### config.mk
export PLATFORM = sky130hd
export DESIGN_NAME = gwdt_top
export DESIGN_NICKNAME = d
export VERILOG_FILES = /design/src/hw/gwdt_pkg.sv /design/src/hw/gwdt_tick.sv /design/src/hw/gwdt_top.sv
export SDC_FILE = /design/constraint.sdc
export NUM_CORES = 1
export LEC_CHECK = 0
export BUFFER_PORTS_ARGS = -buffer_cell sky130_fd_sc_hd__clkbuf_2
export CAP_MARGIN = 15
export CORE_AREA = 2 2 100 54
export DETAILED_ROUTE_END_ITERATION = 10
export DIE_AREA = 0 0 102 56
export PLACE_DENSITY = 0.75
export SLEW_MARGIN = 20
export SYNTH_ARGS = -nofsm -noshare
export SYNTH_HDL_FRONTEND = slang
export SYNTH_SLANG_ARGS = --single-unit
### constraint.sdc
create_clock -name CLOCK -period 3.72 [get_ports CLOCK]
set_clock_uncertainty 0.05 [all_clocks]
set_input_delay 0.744 -clock CLOCK [delete_from_list [all_inputs] [get_ports CLOCK]]
set_output_delay 0.744 -clock CLOCK [all_outputs]
set_load 0.02 [all_outputs]
### src/hw/gwdt_pkg.sv
package gwdt_pkg;
    // Core clock and base tick rate
    localparam int unsigned CLK_HZ        = 250_000_000;
    localparam int unsigned BASE_HZ       = 8_000;
    localparam int unsigned BASE_DIV      = CLK_HZ / BASE_HZ;
    localparam int          CNT_W         = 16;
    localparam logic [15:0] RESET_COUNT   = 16'hFFFF;
    localparam int unsigned CHANNEL_INDEX = 1;
endpackage

### src/hw/gwdt_tick.sv
`timescale 1ns/1ps
module gwdt_tick #(
    parameter int unsigned DIV = gwdt_pkg::BASE_DIV
) (
    // Clock and reset
    input  wire logic clk,
    input  wire logic rst_b,
    // Base tick
    output logic      tick
);
    localparam int W = (DIV > 1) ? $clog2(DIV) : 1;
    logic [W-1:0] cnt_q;
    logic [W-1:0] cnt_d;
    logic         tick_q;
    logic         tick_d;

    always_comb begin
        if (cnt_q == W'(DIV - 1)) begin
            cnt_d  = '0;
            tick_d = 1'b1;
        end else begin
            cnt_d  = cnt_q + W'(1);
            tick_d = 1'b0;
        end
    end

    always_ff @(posedge clk or negedge rst_b) begin
        if (!rst_b) begin
            cnt_q  <= '0;
            tick_q <= 1'b0;
        end else begin
            cnt_q  <= cnt_d;
            tick_q <= tick_d;
        end
    end

    assign tick = tick_q;
endmodule

### src/hw/gwdt_top.sv
// Behaviour
// - Counter channel one, 8 kHz base tick
// - Channel output drives timeout pin directly
// - Missed reload asserts timeout pin
// - Pin high normally, low on expiry
// - Software sets value, starts, reloads, reads status
`timescale 1ns/1ps
module gwdt_top #(
    parameter int unsigned BASE_DIV = gwdt_pkg::BASE_DIV,
    parameter int          CNT_W    = gwdt_pkg::CNT_W
) (
    // Clock and reset
    input  wire logic             CLOCK,
    input  wire logic             RST_B,
    // Software control, same clock domain
    input  wire logic [CNT_W-1:0] TIMEOUT_VALUE,
    input  wire logic             SET_VALUE,
    input  wire logic             START,
    input  wire logic             RELOAD,
    // Status to software
    output logic                  RUNNING,
    output logic                  EXPIRED,
    output logic [CNT_W-1:0]      COUNT,
    // Timeout pin
    output logic                  WATCHDOG_TIMEOUT_N
);
    logic             tick;
    logic [CNT_W-1:0] limit_q;
    logic [CNT_W-1:0] limit_d;
    logic [CNT_W-1:0] cnt_q;
    logic [CNT_W-1:0] cnt_d;
    logic             run_q;
    logic             run_d;
    logic             exp_q;
    logic             exp_d;
    logic             counter_one_output_q;
    logic             counter_one_output_d;
    // Rate check helper; width holds BASE_DIV itself
    localparam int    GAP_W = $clog2(BASE_DIV + 1);
    logic [GAP_W-1:0] gap_q;
    logic [GAP_W-1:0] gap_d;

    // Base clock for channel one
    gwdt_tick #(.DIV(BASE_DIV)) u_tick (
        .clk   (CLOCK),
        .rst_b (RST_B),
        .tick  (tick)
    );

    always_comb begin
        limit_d = limit_q;
        cnt_d   = cnt_q;
        run_d   = run_q;
        exp_d   = exp_q;
        if (SET_VALUE) begin
            limit_d = TIMEOUT_VALUE;
        end
        if (START || RELOAD) begin
            // Reload takes the freshly written value in the same cycle
            cnt_d = SET_VALUE ? TIMEOUT_VALUE : limit_q;
            run_d = 1'b1;
            exp_d = 1'b0;
        end else if (run_q && tick) begin
            if (cnt_q <= CNT_W'(1)) begin
                cnt_d = '0;
                run_d = 1'b0;
                exp_d = 1'b1;
            end else begin
                cnt_d = cnt_q - CNT_W'(1);
            end
        end
        counter_one_output_d = ~exp_d;
    end

    always_ff @(posedge CLOCK or negedge RST_B) begin
        if (!RST_B) begin
            limit_q <= CNT_W'(gwdt_pkg::RESET_COUNT);
            cnt_q   <= '0;
            run_q   <= 1'b0;
            exp_q   <= 1'b0;
            counter_one_output_q <= 1'b1;
        end else begin
            limit_q <= limit_d;
            cnt_q   <= cnt_d;
            run_q   <= run_d;
            exp_q   <= exp_d;
            counter_one_output_q <= counter_one_output_d;
        end
    end

    // Pin is a flop of its own so it never glitches on the board
    assign WATCHDOG_TIMEOUT_N = counter_one_output_q;
    assign RUNNING = run_q;
    assign EXPIRED = exp_q;
    assign COUNT   = cnt_q;

    property p_pin_follows_channel;
        @(posedge CLOCK) disable iff (!RST_B)
        WATCHDOG_TIMEOUT_N == ~EXPIRED;
    endproperty
    a_pin_follows_channel: assert property (p_pin_follows_channel)
        else $error("timeout pin differs from channel output");

    property p_expire_on_last_tick;
        @(posedge CLOCK) disable iff (!RST_B)
        (run_q && tick && cnt_q == CNT_W'(1) && !START && !RELOAD)
            |=> !WATCHDOG_TIMEOUT_N;
    endproperty
    a_expire_on_last_tick: assert property (p_expire_on_last_tick)
        else $error("missed reload did not assert timeout");

    property p_high_while_counting;
        @(posedge CLOCK) disable iff (!RST_B)
        RUNNING |-> WATCHDOG_TIMEOUT_N;
    endproperty
    a_high_while_counting: assert property (p_high_while_counting)
        else $error("timeout pin low while counting");

    property p_reload_restores;
        @(posedge CLOCK) disable iff (!RST_B)
        (RELOAD && !SET_VALUE) |=> (WATCHDOG_TIMEOUT_N && RUNNING
            && COUNT == $past(limit_q));
    endproperty
    a_reload_restores: assert property (p_reload_restores)
        else $error("reload did not restart the count");

    property p_set_value_stored;
        @(posedge CLOCK) disable iff (!RST_B)
        (SET_VALUE && START) |=> COUNT == $past(TIMEOUT_VALUE);
    endproperty
    a_set_value_stored: assert property (p_set_value_stored)
        else $error("start did not load written value");

    property p_count_only_on_tick;
        @(posedge CLOCK) disable iff (!RST_B)
        (!tick && !START && !RELOAD) |=> $stable(COUNT);
    endproperty
    a_count_only_on_tick: assert property (p_count_only_on_tick)
        else $error("count moved without base tick");

    property p_pin_stays_low;
        @(posedge CLOCK) disable iff (!RST_B)
        (!WATCHDOG_TIMEOUT_N && !START && !RELOAD)
            |=> !WATCHDOG_TIMEOUT_N;
    endproperty
    a_pin_stays_low: assert property (p_pin_stays_low)
        else $error("timeout pin released without reload");

    property p_decrement_by_one;
        @(posedge CLOCK) disable iff (!RST_B)
        (run_q && tick && cnt_q > CNT_W'(1) && !START && !RELOAD)
            |=> COUNT == $past(cnt_q) - CNT_W'(1);
    endproperty
    a_decrement_by_one: assert property (p_decrement_by_one)
        else $error("count did not step down by one");

    // Saturates so a stalled divider stays visible to the check
    always_comb begin
        if (tick) begin
            gap_d = '0;
        end else if (gap_q == GAP_W'(BASE_DIV)) begin
            gap_d = gap_q;
        end else begin
            gap_d = gap_q + GAP_W'(1);
        end
    end

    always_ff @(posedge CLOCK or negedge RST_B) begin
        if (!RST_B) begin
            gap_q <= '0;
        end else begin
            gap_q <= gap_d;
        end
    end

    property p_tick_spacing;
        @(posedge CLOCK) disable iff (!RST_B)
        tick |-> gap_q >= GAP_W'(BASE_DIV - 1);
    endproperty
    a_tick_spacing: assert property (p_tick_spacing)
        else $error("base tick came too early");

    property p_tick_not_late;
        @(posedge CLOCK) disable iff (!RST_B)
        !tick |-> gap_q < GAP_W'(BASE_DIV);
    endproperty
    a_tick_not_late: assert property (p_tick_not_late)
        else $error("base tick came too late");

    property p_start_releases_pin;
        @(posedge CLOCK) disable iff (!RST_B)
        (START || RELOAD) |=> (WATCHDOG_TIMEOUT_N && RUNNING && !EXPIRED);
    endproperty
    a_start_releases_pin: assert property (p_start_releases_pin)
        else $error("start or reload left the pin low");

    property p_expired_stopped;
        @(posedge CLOCK) disable iff (!RST_B)
        EXPIRED |-> (!RUNNING && COUNT == CNT_W'(0));
    endproperty
    a_expired_stopped: assert property (p_expired_stopped)
        else $error("channel still counting after expiry");

    property p_stopped_holds;
        @(posedge CLOCK) disable iff (!RST_B)
        (!RUNNING && !START && !RELOAD) |=> ($stable(COUNT) && !RUNNING);
    endproperty
    a_stopped_holds: assert property (p_stopped_holds)
        else $error("stopped channel moved without start");

    property p_value_kept;
        @(posedge CLOCK) disable iff (!RST_B)
        SET_VALUE |=> limit_q == $past(TIMEOUT_VALUE);
    endproperty
    a_value_kept: assert property (p_value_kept)
        else $error("timeout value was not stored");

    property p_zero_expires;
        @(posedge CLOCK) disable iff (!RST_B)
        (run_q && tick && cnt_q == CNT_W'(0) && !START && !RELOAD)
            |=> !WATCHDOG_TIMEOUT_N;
    endproperty
    a_zero_expires: assert property (p_zero_expires)
        else $error("zero count did not expire on tick");

    property p_pin_falls_on_tick;
        @(posedge CLOCK) disable iff (!RST_B)
        $fell(WATCHDOG_TIMEOUT_N) |-> ($past(run_q) && $past(tick));
    endproperty
    a_pin_falls_on_tick: assert property (p_pin_falls_on_tick)
        else $error("timeout pin fell without a base tick");
endmodule

After elaboration in Yosys (flattened, before gate mapping)
Cells that the tools add are included.
{ "op_classes": {"addsub": 2, "eq_ne": 1, "reduce_logical": 5, "n_lt_le_gt_ge": 1, "bitwise": 1, "mux": 12} }
{ "op_table": {"columns": ["op", "n"], "rows": [
  ["two-way mux 16 bit", 4],
  ["<= comparator 16 x 1 -> 1 bit, second input constant", 1],
  ["subtractor 16 x 1 -> 16 bit, second input constant", 1],
  ["adder 15 x 1 -> 15 bit, second input constant", 1],
  ["equality test 15 bit, second input constant", 1],
  ["two-way mux 15 bit", 1],
  ["two-way mux 1 bit", 7],
  ["nonzero test 2 bit", 2],
  ["AND reduction 2 bit", 1],
  ["logical AND 1 bit", 1],
  ["logical OR 1 bit", 1],
  ["inverter 1 bit", 1]
]} }
{ "totals": {"input_bits": 21, "word_cells": 29, "out_inout_bits": 19, "ff_bits": 51} }

Logic depth before layout (Yosys ltp)
Gate-level depths: netlist (run 1).
{ "depth": {"ltp_word": 5, "depth_mapped": 6, "depth_no_buf": 6} }

By module
From an unflattened synthesis (run 1), not the netlist that was laid out.
{ "unflattened": {"hier_cells": 239, "area_unflattened_um2": 2534.9} }
{ "modules_own_cells": {"columns": ["mod", "seq_area_each_um2", "n_inst", "cells_each", "area_per_inst_um2"], "rows": [
  ["gwdt_top", 897.1, 1, 174, 1785.5],
  ["gwdt_tick", 400.4, 1, 65, 749.5]
]} }

Worst setup path before layout (run 1)
Ideal clock, no wire load.
{ "synth_timing": {"path_type": "register to register", "from": "register cnt_q[0] (netlist: COUNT[0])", "to": "register cnt_q[12] (netlist: COUNT[12])", "n_path_buf": 0, "path_slack_ns": 1.740, "stages_incl_launch_ff": 7, "required_time_ns": 3.533, "setup_ns": 0.137, "t_arrival_ns": 1.793, "path_cell_list": "dfrtp_1 > inv_1 > ha_1 > nor3b_1 > nand4_1 > o311ai_0 > nand3_1"} }
{ "synth_between": {"elab_chain_len": 4, "word_cells_on_any_way": 5, "cone_classes": "add/sub (1); order compare (1); mux (3)"} }
{ "synth_lines": {"columns": ["element", "line", "text"], "rows": [
  ["start, declared", "gwdt_top.sv:30", "logic [CNT_W-1:0] cnt_q;"],
  ["start signal, assigned", "gwdt_top.sv:84", "cnt_q <= cnt_d;"],
  ["subtractor 16 x 1 -> 16 bit or <= comparator 16 x 1 -> 1 bit (tied branches)", "gwdt_top.sv:69, gwdt_top.sv:64", null],
  ["two-way mux 16 bit (*)", "gwdt_top.sv:64", "if (cnt_q <= CNT_W'(1)) begin"],
  ["two-way mux 16 bit (*)", "gwdt_top.sv:63", "end else if (run_q && tick) begin"],
  ["two-way mux 16 bit (*)", "gwdt_top.sv:58", "if (START || RELOAD) begin"]
]} }
Every way passes the cells marked *; elsewhere a longest branch is shown, timed or not. The select of a mux whose other input is x is not followed.
A chain may end at the register's enable or synchronous reset.

Worst setup path after layout (run 1)
{ "layout_timing": {"from": "register cnt_q[1] (netlist: COUNT[1])", "to": "register cnt_q[12] (netlist: COUNT[12])"} }
The elaborated chain is that of the path after synthesis.

==> flow_summary.ini, run 1 <==
[status]
outcome = finished, final reports clean

[yosys]
synth_cell_types = 45
yosys_warnings = 0
synth_top_family_by_area = simple AND/OR/NAND/NOR gates
synth-seq-cells = 51
synth_fa_ha_area_frac = 0.0197
syn-num-nets = 262
yosys.area.top_type_share = 0.335
yosysTopAreaCell = dfrtp_1
synth.most_common_cell = dfrtp_1
synth_flop_cell = dfrtp_1
synthTopCellsByArea = dfrtp_1 (34%), dfstp_2 (18%), mux2_2 (7.1%)
yosys.area_share.simple = 0.207
ys_seq_area_frac = 0.511
yosys-mux-area-fraction = 0.0750
synth-edff-count = 0
async_flop_share = 1.00
synth_area_um2 = 2540
synth_area_per_cell_um2 = 10.7
synthTopCellsByCount = dfrtp_1 (34), nand2_1 (21), nor2_1 (21)
synth_xor_area_frac = 0.0552
syn_inst = 237
synth-compound-area-share = 0.110

[finish]
fin_area_um2 = 2890
final_cells = 350
drive_gt1_frac = 0.318
syn2layout_area_growth_pct = 14.0
layout.nets = 304
num_antenna_cells = 0

[power]
p_int_mw = 0.805
seqPwrFrac = 0.566
netSwitchingFraction = 0.294
p_clk_frac = 0.275
peakVddDrop_mv = 0.230
combPwrFrac = 0.159
p_leak_nw = 1.19
powerDensity_nw_per_um2 = 394
p_sw_mw = 0.335

[floorplan]
die_y_um = 56
die_x_um = 102
design.core.area_um2 = 4770
dieArea_um2 = 5710
rows = 18
io_pins = 40
start_util = 0.531

[clock_network]
root_buffer = clkbuf_8
worstSkewPairLatency_ns = 0.31
htreeDepth = 2
cts_buffers = 5
clkSlewWorstSetupHoldPaths_ns = 0.09
post-cts-setup-buffer-count = 0
cts_tree = yes
ctsHoldBuffers = 0
cts_sinks = 51
cts_max_path_buffers = 2
cts_repair_resize_count = 0

[setup_path]
worst_ep_required_time_ns = 3.85
slowest_delay_ns = 0.78
slowest_stage = nor3b_1
startpoint_type = flip-flop
path_cells = inv_1 > ha_1 > nor3b_1 > nand4_1 > o311ai_0 > nand3_1
crit_fanout = 7
crit_type = reg -> reg
cp-end-kind = flip-flop
worstPathArrival_ns = 2.56

[global_route]
first_global_vias = 1883
track_usage = 0.222
antenna_found_initial = 0
grt_overflow = 0
grt_max_degree = 44
grt_pass1_wl_um = 9740

[route]
remaining_drc_errors = 0
wl_um = 5820
ant_nets = 0
routedWlPerCell_um = 16.6
drt_iter0_markers = 187
vias_per_cell = 5.80
drt-pass1-iter-count = 4
vias = 2031

[placement]
routabilityCongestion = 0.925
placed_area_um2 = 2810
dp_hpwl_um = 4300
dp.cells = 342
io_buffers = 39

[timing]
worstMarginPinSlew_ns = 1.13
drv_slew = 0
hold_viol_final = 0
max_freq_ghz = 0.412
tns_ns = 0
fin_crit_ns = 2.43
finalSetupViolCount = 0
rsz0062_at_grt = no
slew_headroom = 0.234
fin_crit_sh = 0.652

[hold_path]
min_path_type = reg -> reg

[run]
cap_violations = 0
placed cells by master, fill, tap and decap left out, drive strengths merged, types with 4 or more instances in the layout:
cell,netlist,routed
clkbuf,5,45
dfrtp,34,34
nand2,21,21
nor2,21,21
dfstp,17,17
mux2,16,16
nand3,10,10
xnor2,9,9
o21ai,9,9
inv,8,8
nand4,8,8
xor2,7,7
a21oi,7,7
nor4,6,6
nor3,5,5
o31ai,5,5
o2111ai,5,5
o211ai,5,5
and4,5,5
a31oi,4,4
ha,4,4
registers in the layout (all words and copies together) (netlist names):
signal / cells
limit_q: 16
EXPIRED: 1
WATCHDOG_TIMEOUT_N: 1
u_tick.tick: 1
u_tick.cnt_q: 15
RUNNING: 1
COUNT: 16
cell families (layout without fill, tap and decap cells):
kind of cell,count (synthesis),count (layout)
compound gates,41,41
xor+xnor,16,16
fa+ha+maj,4,4
buf+inv,14,57
flops,51,51
mux,17,17
simple gates,94,94
metal layers:
metal	global-route usage	part of all wire	up-vias
met5	0	0	-
met3	0.0628	0.079	10
li1	-	-	950
met1	0.371	0.55	984
met2	0.264	0.36	87
met4	0.0705	0.016	0
worst paths after layout:
kind / slack (ns) / start / to / cells after the start
worst min-delay path: 0.41 / EXPIRED / WATCHDOG_TIMEOUT_N / 1
max in group asynchronous: 2.39 / RST_B / u_tick.cnt_q[7] / 2
min in group asynchronous: 0.52 / RST_B / COUNT[7] / 1
worst min register to register: 0.41 / EXPIRED / WATCHDOG_TIMEOUT_N / 1
worst max-delay path: 1.29 / COUNT[1] / COUNT[12] / 6
worst max register to register: 1.29 / COUNT[1] / COUNT[12] / 6
area by class of cell:
class                           instances  area, um^2
Fill cell                             432        1880
Clock buffer                            7        76.3
Clock inverter                          1        5.00
Inverter                                8        30.0
Multi-Input combinational cell        172        1190
Tap cell                               70        87.6
Timing Repair Buffer                   41         210
Sequential cell                        51        1300
power by group through the flow:
stage	clock, mW	sequential (mW)	combinational [mW]
after floorplan	0	0.672	0.0875
after global placement	0	0.651	0.178
after detailed placement	0	0.655	0.181
after CTS	0.322	0.645	0.182
after global routing	0.342	0.652	0.201
final	0.313	0.646	0.181
worst max-delay path, delay by kind of cell, from the launching register on:
| kind | cells | cell delay, ns |
|---|---|---|
| AO/OA/AOI/OAI | 1 | 0.34 |
| buffers and inverters | 1 | 0.11 |
| AND/OR/NAND/NOR | 3 | 1.15 |
| adder cells (fa/ha/maj) | 1 | 0.20 |
| flip-flops | 1 | 0.46 |
stage by stage:
stage | setup WS (ns) | hold WS, ns | utilization | power, mW
final | 1.29 | 0.411 | 0.606 | 1.14
after global routing | 1.15 | 0.435 | 0.606 | 1.20
after CTS | 1.36 | 0.423 | 0.606 | 1.15
after detailed placement | 1.37 | 0.409 | 0.589 | 0.836
after global placement | 1.48 | 0.401 | 0.589 | 0.830
after floorplan | 1.74 | 0.398 | - | 0.759
Note: power is estimated with default switching activity, not from simulation.
==> run 2: changes to the inputs <==
Settings changed: CORE_AREA 2 2 100 54 to 2 2 103 55, DIE_AREA 0 0 102 56 to 0 0 105 57.
Clock period 3.72 ns to 2.1 ns, I/O delays scaled along.
==> run 2 against run 1 <==
Compared with the run above: the flow now finishes with violations (negative hold slack); first-iteration DRC count decreased by 29%; setup slack got worse by 1.2 ns; final area increased by 4.2%; power increased by 81%; cell count increased by 4.3%; core utilization decreased by 2.4 points; critical path depth increased by 1; die area increased by 4.8%; maximum frequency increased by 23%; global-route usage decreased by 0.73 points; clock-buffer cell count decreased by 1.
==> flow_summary.ini, run 2 (synthesized netlist as in run 1, its figures left out) <==
[status]
outcome = finished, violations left
violations = negative hold slack

[clock_network]
htreeDepth = 2
root_buffer = clkbuf_8
cts_sinks = 51
clkSlewWorstSetupHoldPaths_ns = 0.09
cts_max_path_buffers = 2
post-cts-setup-buffer-count = 0
worstSkewPairLatency_ns = 0.31
cts_buffers = 5
cts_tree = yes

[global_route]
track_usage = 0.215
first_global_vias = 1922
grt_max_degree = 35
antenna_found_initial = 0
grt_pass1_wl_um = 9830
grt_overflow = 0

[timing]
tns_ns = 0
finalWorstSetupSlack_ns = 0.129
max_freq_ghz = 0.507
slew_headroom = 0.602
rsz0062_at_grt = no
worstMarginPinSlew_ns = 0.592
holdWs_ns = -0.00517
fin_crit_sh = 0.939
drv_slew = 0
fin_crit_ns = 1.97
hold_viol_final = 1
finalSetupViolCount = 0

[power]
peakVddDrop_mv = 0.367
design_power_total_mw = 2.06
powerDensity_nw_per_um2 = 683
p_leak_nw = 1.26

[hold_path]
min_path_type = in -> async

[route]
remaining_drc_errors = 0
drt-pass1-iter-count = 4
drt_iter0_markers = 132
vias_per_cell = 5.56
wl_um = 5960
ant_nets = 0
vias = 2030
routedWlPerCell_um = 16.3

[floorplan]
die_x_um = 105
dieArea_um2 = 5990
die_y_um = 57
rows = 19
io_pins = 40
design.core.area_um2 = 5180
start_util = 0.490

[setup_path]
worst_ep_required_time_ns = 2.28
startpoint_type = flip-flop
crit_type = reg -> reg
crit_fanout = 7
worstPathArrival_ns = 2.15
critPathLaunch = COUNT[0]
worstReg2RegStart = COUNT[0]
cp-end-kind = flip-flop

[finish]
drive_gt1_frac = 0.349
regArea_um2 = 1300
utilization = 0.582
num_antenna_cells = 0
multi_input_area_um2 = 1200
layout.nets = 316
syn2layout_area_growth_pct = 18.8
fillers = 474
final_cell_mix = clkbuf_2 (39), dfrtp_1 (34), nand2_1 (21), nor2_1 (21), dfstp_2 (17)
final_common_cell = clkbuf_2

[run]
cap_violations = 0

[placement]
dp_hpwl_um = 4560
io_buffers = 39
dp_worst_setup_slack_ns = 0.103
routabilityCongestion = 0.969
[run 2: cell types whose count changed in the layout (fill, tap and decap cells not counted), sizes merged]
| cell | delta |
|---|---|
| buf | +11 |
| clkinvlp | +1 |
[run 2: cell type report]
class,instances,share of cell area
sequential,51,0.430
multi-input combinational,172,0.397
timing repair buffer,53,0.104
tap,73,0.0303
clock buffer,6,0.0241
inverter,8,0.00996
clock inverter,2,0.00415
[run 2: where the power goes]
group / internal, mW / total [mW] / leakage [nW] / switching (mW)
registers: 1.07 / 1.14 / 0.598 / 0.0682
logic: 0.139 / 0.347 / 0.623 / 0.208
clock network: 0.234 / 0.570 / 0.0412 / 0.337
total: 1.45 / 2.06 / 1.26 / 0.613
[run 2: routing by layer]
| layer | GRT usage | vias up | part of all wire |
|---|---|---|---|
| met1 | 0.344 | 985 | 0.52 |
| met3 | 0.0526 | 7 | 0.066 |
| li1 | - | 977 | - |
| met4 | 0.0571 | 0 | 0.011 |
| met5 | 0 | - | 0 |
| met2 | 0.288 | 61 | 0.40 |
[run 2: worst max-delay path: stages (launching register included)]
cell	delay [ns]
dfrtp_1	0.46
inv_1	0.10
ha_1	0.20
nor3b_1	0.37
buf_4	0.22
o2111ai_1	0.11
xor2_1	0.16
o21ai_0	0.21
[run 2: path summary, 6_finish.rpt]
kind                                            to  slack, ns  cells past startpoint
worst max-delay path                      COUNT[8]       0.13                      7
worst min register to register  WATCHDOG_TIMEOUT_N       0.43                      1
worst min-delay path                     COUNT[11]     -0.005                      1
min in group CLOCK                     limit_q[13]       0.30                      2
max in group asynchronous              limit_q[14]       1.39                      2
worst max register to register            COUNT[8]       0.13                      7
[run 2: repair_timing]
action / CTS / global route
endpoints found under the setup margin: 0 / 5
gates resized for setup: 0 / 1
hold buffers: 0 / 0
[run 2: through the flow]
step	cells	cell area (um^2)
6_report	365	3010
4_1_cts	365	3000
5_1_grt	365	3010
2_1_floorplan	237	2540
3_3_place_gp	357	2920
3_5_place_dp	357	2920
==> run 3: changes to the inputs <==
Settings changed: CORE_AREA 2 2 103 55 to 2 2 100 54, DIE_AREA 0 0 105 57 to 0 0 102 56.
Clock period 2.1 ns to 2.3 ns, I/O delays scaled along.
==> run 3 against run 2 <==
Compared with the run above: the flow now finishes without violations; register-to-register slack improved by 0.03 ns; combinational power decreased by 12%; sequential cell count unchanged; routed wire length fell by 1.6%; setup slack improved by 0.028 ns; core utilization is 4.2 points higher; maximum frequency fell by 8.0%; final area fell by 1.2%; critical endpoint is now COUNT[2].
==> flow_summary.ini, run 3 (synthesized netlist as in run 1, its figures left out) <==
[status]
outcome = finished, final reports clean

[floorplan]
dieArea_um2 = 5710
io_pins = 40
die_y_um = 56
die_x_um = 102
start_util = 0.531
rows = 18
design.core.area_um2 = 4770

[timing]
fin_crit_sh = 0.932
slew_headroom = 0.587
holdWs_ns = 0.0979
rsz0062_at_grt = no
max_freq_ghz = 0.467
fin_crit_ns = 2.14
drv_slew = 0
worstMarginPinSlew_ns = 0.620
hold_viol_final = 0
tns_ns = 0
finalSetupViolCount = 0

[finish]
regArea_um2 = 1300
num_antenna_cells = 0
multi_input_area_um2 = 1190
final_common_cell = clkbuf_2
drive_gt1_frac = 0.338
fillers = 405
layout.nets = 311
final_cell_mix = clkbuf_2 (39), dfrtp_1 (34), nand2_1 (21), nor2_1 (21), dfstp_2 (17)
syn2layout_area_growth_pct = 17.3

[global_route]
track_usage = 0.218
grt_max_degree = 29
grt_pass1_wl_um = 9430
first_global_vias = 1834
antenna_found_initial = 0
grt_overflow = 0

[setup_path]
worstPathArrival_ns = 2.27
crit_type = reg -> reg
worst_ep_required_time_ns = 2.43
crit_fanout = 7
startpoint_type = flip-flop
cp-end-kind = flip-flop

[clock_network]
cts_tree = yes
root_buffer = clkbuf_8
cts_repair_resize_count = 0
cts_max_path_buffers = 2
post-cts-setup-buffer-count = 0
worstSkewPairLatency_ns = 0.31
clkSlewWorstSetupHoldPaths_ns = 0.09
cts_buffers = 5
cts_sinks = 51
ctsHoldBuffers = 0
htreeDepth = 2

[route]
routedWlPerCell_um = 16.4
vias_per_cell = 5.79
remaining_drc_errors = 0
drt-pass1-iter-count = 5
ant_nets = 0
wl_um = 5870
vias = 2067
drt_iter0_markers = 160

[power]
peakVddDrop_mv = 0.325
powerDensity_nw_per_um2 = 643
p_leak_nw = 1.24

[placement]
routabilityCongestion = 0.953
io_buffers = 39
dp_hpwl_um = 4320

[hold_path]
min_path_type = in -> async

[run]
cap_violations = 0
==> run 3: metal layers <==
metal  routed length [um]  global-route usage  up-vias
li1                     -                   -      962
met1                 2900               0.360      993
met2                 2220               0.267      103
met3                  668              0.0553        9
met4                   74              0.0762        0
met5                    0                   0        -
==> run 3: path summary, 6_finish.rpt <==
path	from	to	slack (ns)	cells past startpoint
max reg2reg	COUNT[0]	COUNT[2]	0.16	6
max	COUNT[0]	COUNT[2]	0.16	6
min	RST_B	COUNT[8]	0.1	1
max in group asynchronous	RST_B	limit_q[1]	1.47	2
min in group CLOCK	TIMEOUT_VALUE[13]	limit_q[13]	0.34	2
min reg2reg	EXPIRED	WATCHDOG_TIMEOUT_N	0.42	1
==> run 3: worst max-delay path, stage by stage (launching register included) <==
cell and delay, ns:
dfrtp_1 0.48, inv_1 0.12, ha_1 0.23, or2_2 0.17
nand3_1 0.25, o41ai_2 0.53, o21ai_0 0.18
==> run 3: final cells by class <==
| cell class | count | share of cell area |
|---|---|---|
| Multi-Input combinational cell | 172 | 0.398 |
| Clock buffer | 8 | 0.0336 |
| Tap cell | 70 | 0.0294 |
| Timing Repair Buffer | 48 | 0.0925 |
| Inverter | 8 | 0.0101 |
| Sequential cell | 51 | 0.436 |
==> run 3: power breakdown <==
group	internal (mW)	total (mW)	switching (mW)
Combinational	0.121	0.305	0.185
Clock	0.275	0.566	0.291
Sequential	0.979	1.04	0.0648
Total	1.37	1.91	0.540
==> run 3: through the flow <==
step | cell area, um^2 | setup WS (ns) | util | std cells | total power, mW
detailed placement | 2880 | 0.237 | 0.602 | 349 | 1.36
global placement | 2880 | 0.318 | 0.602 | 349 | 1.36
floorplan | 2540 | 0.320 | - | 237 | 1.23
CTS | 2980 | 0.219 | 0.623 | 357 | 1.94
finish | 2980 | 0.157 | 0.623 | 357 | 1.91
global route | 2980 | 0.0140 | 0.623 | 357 | 2.00
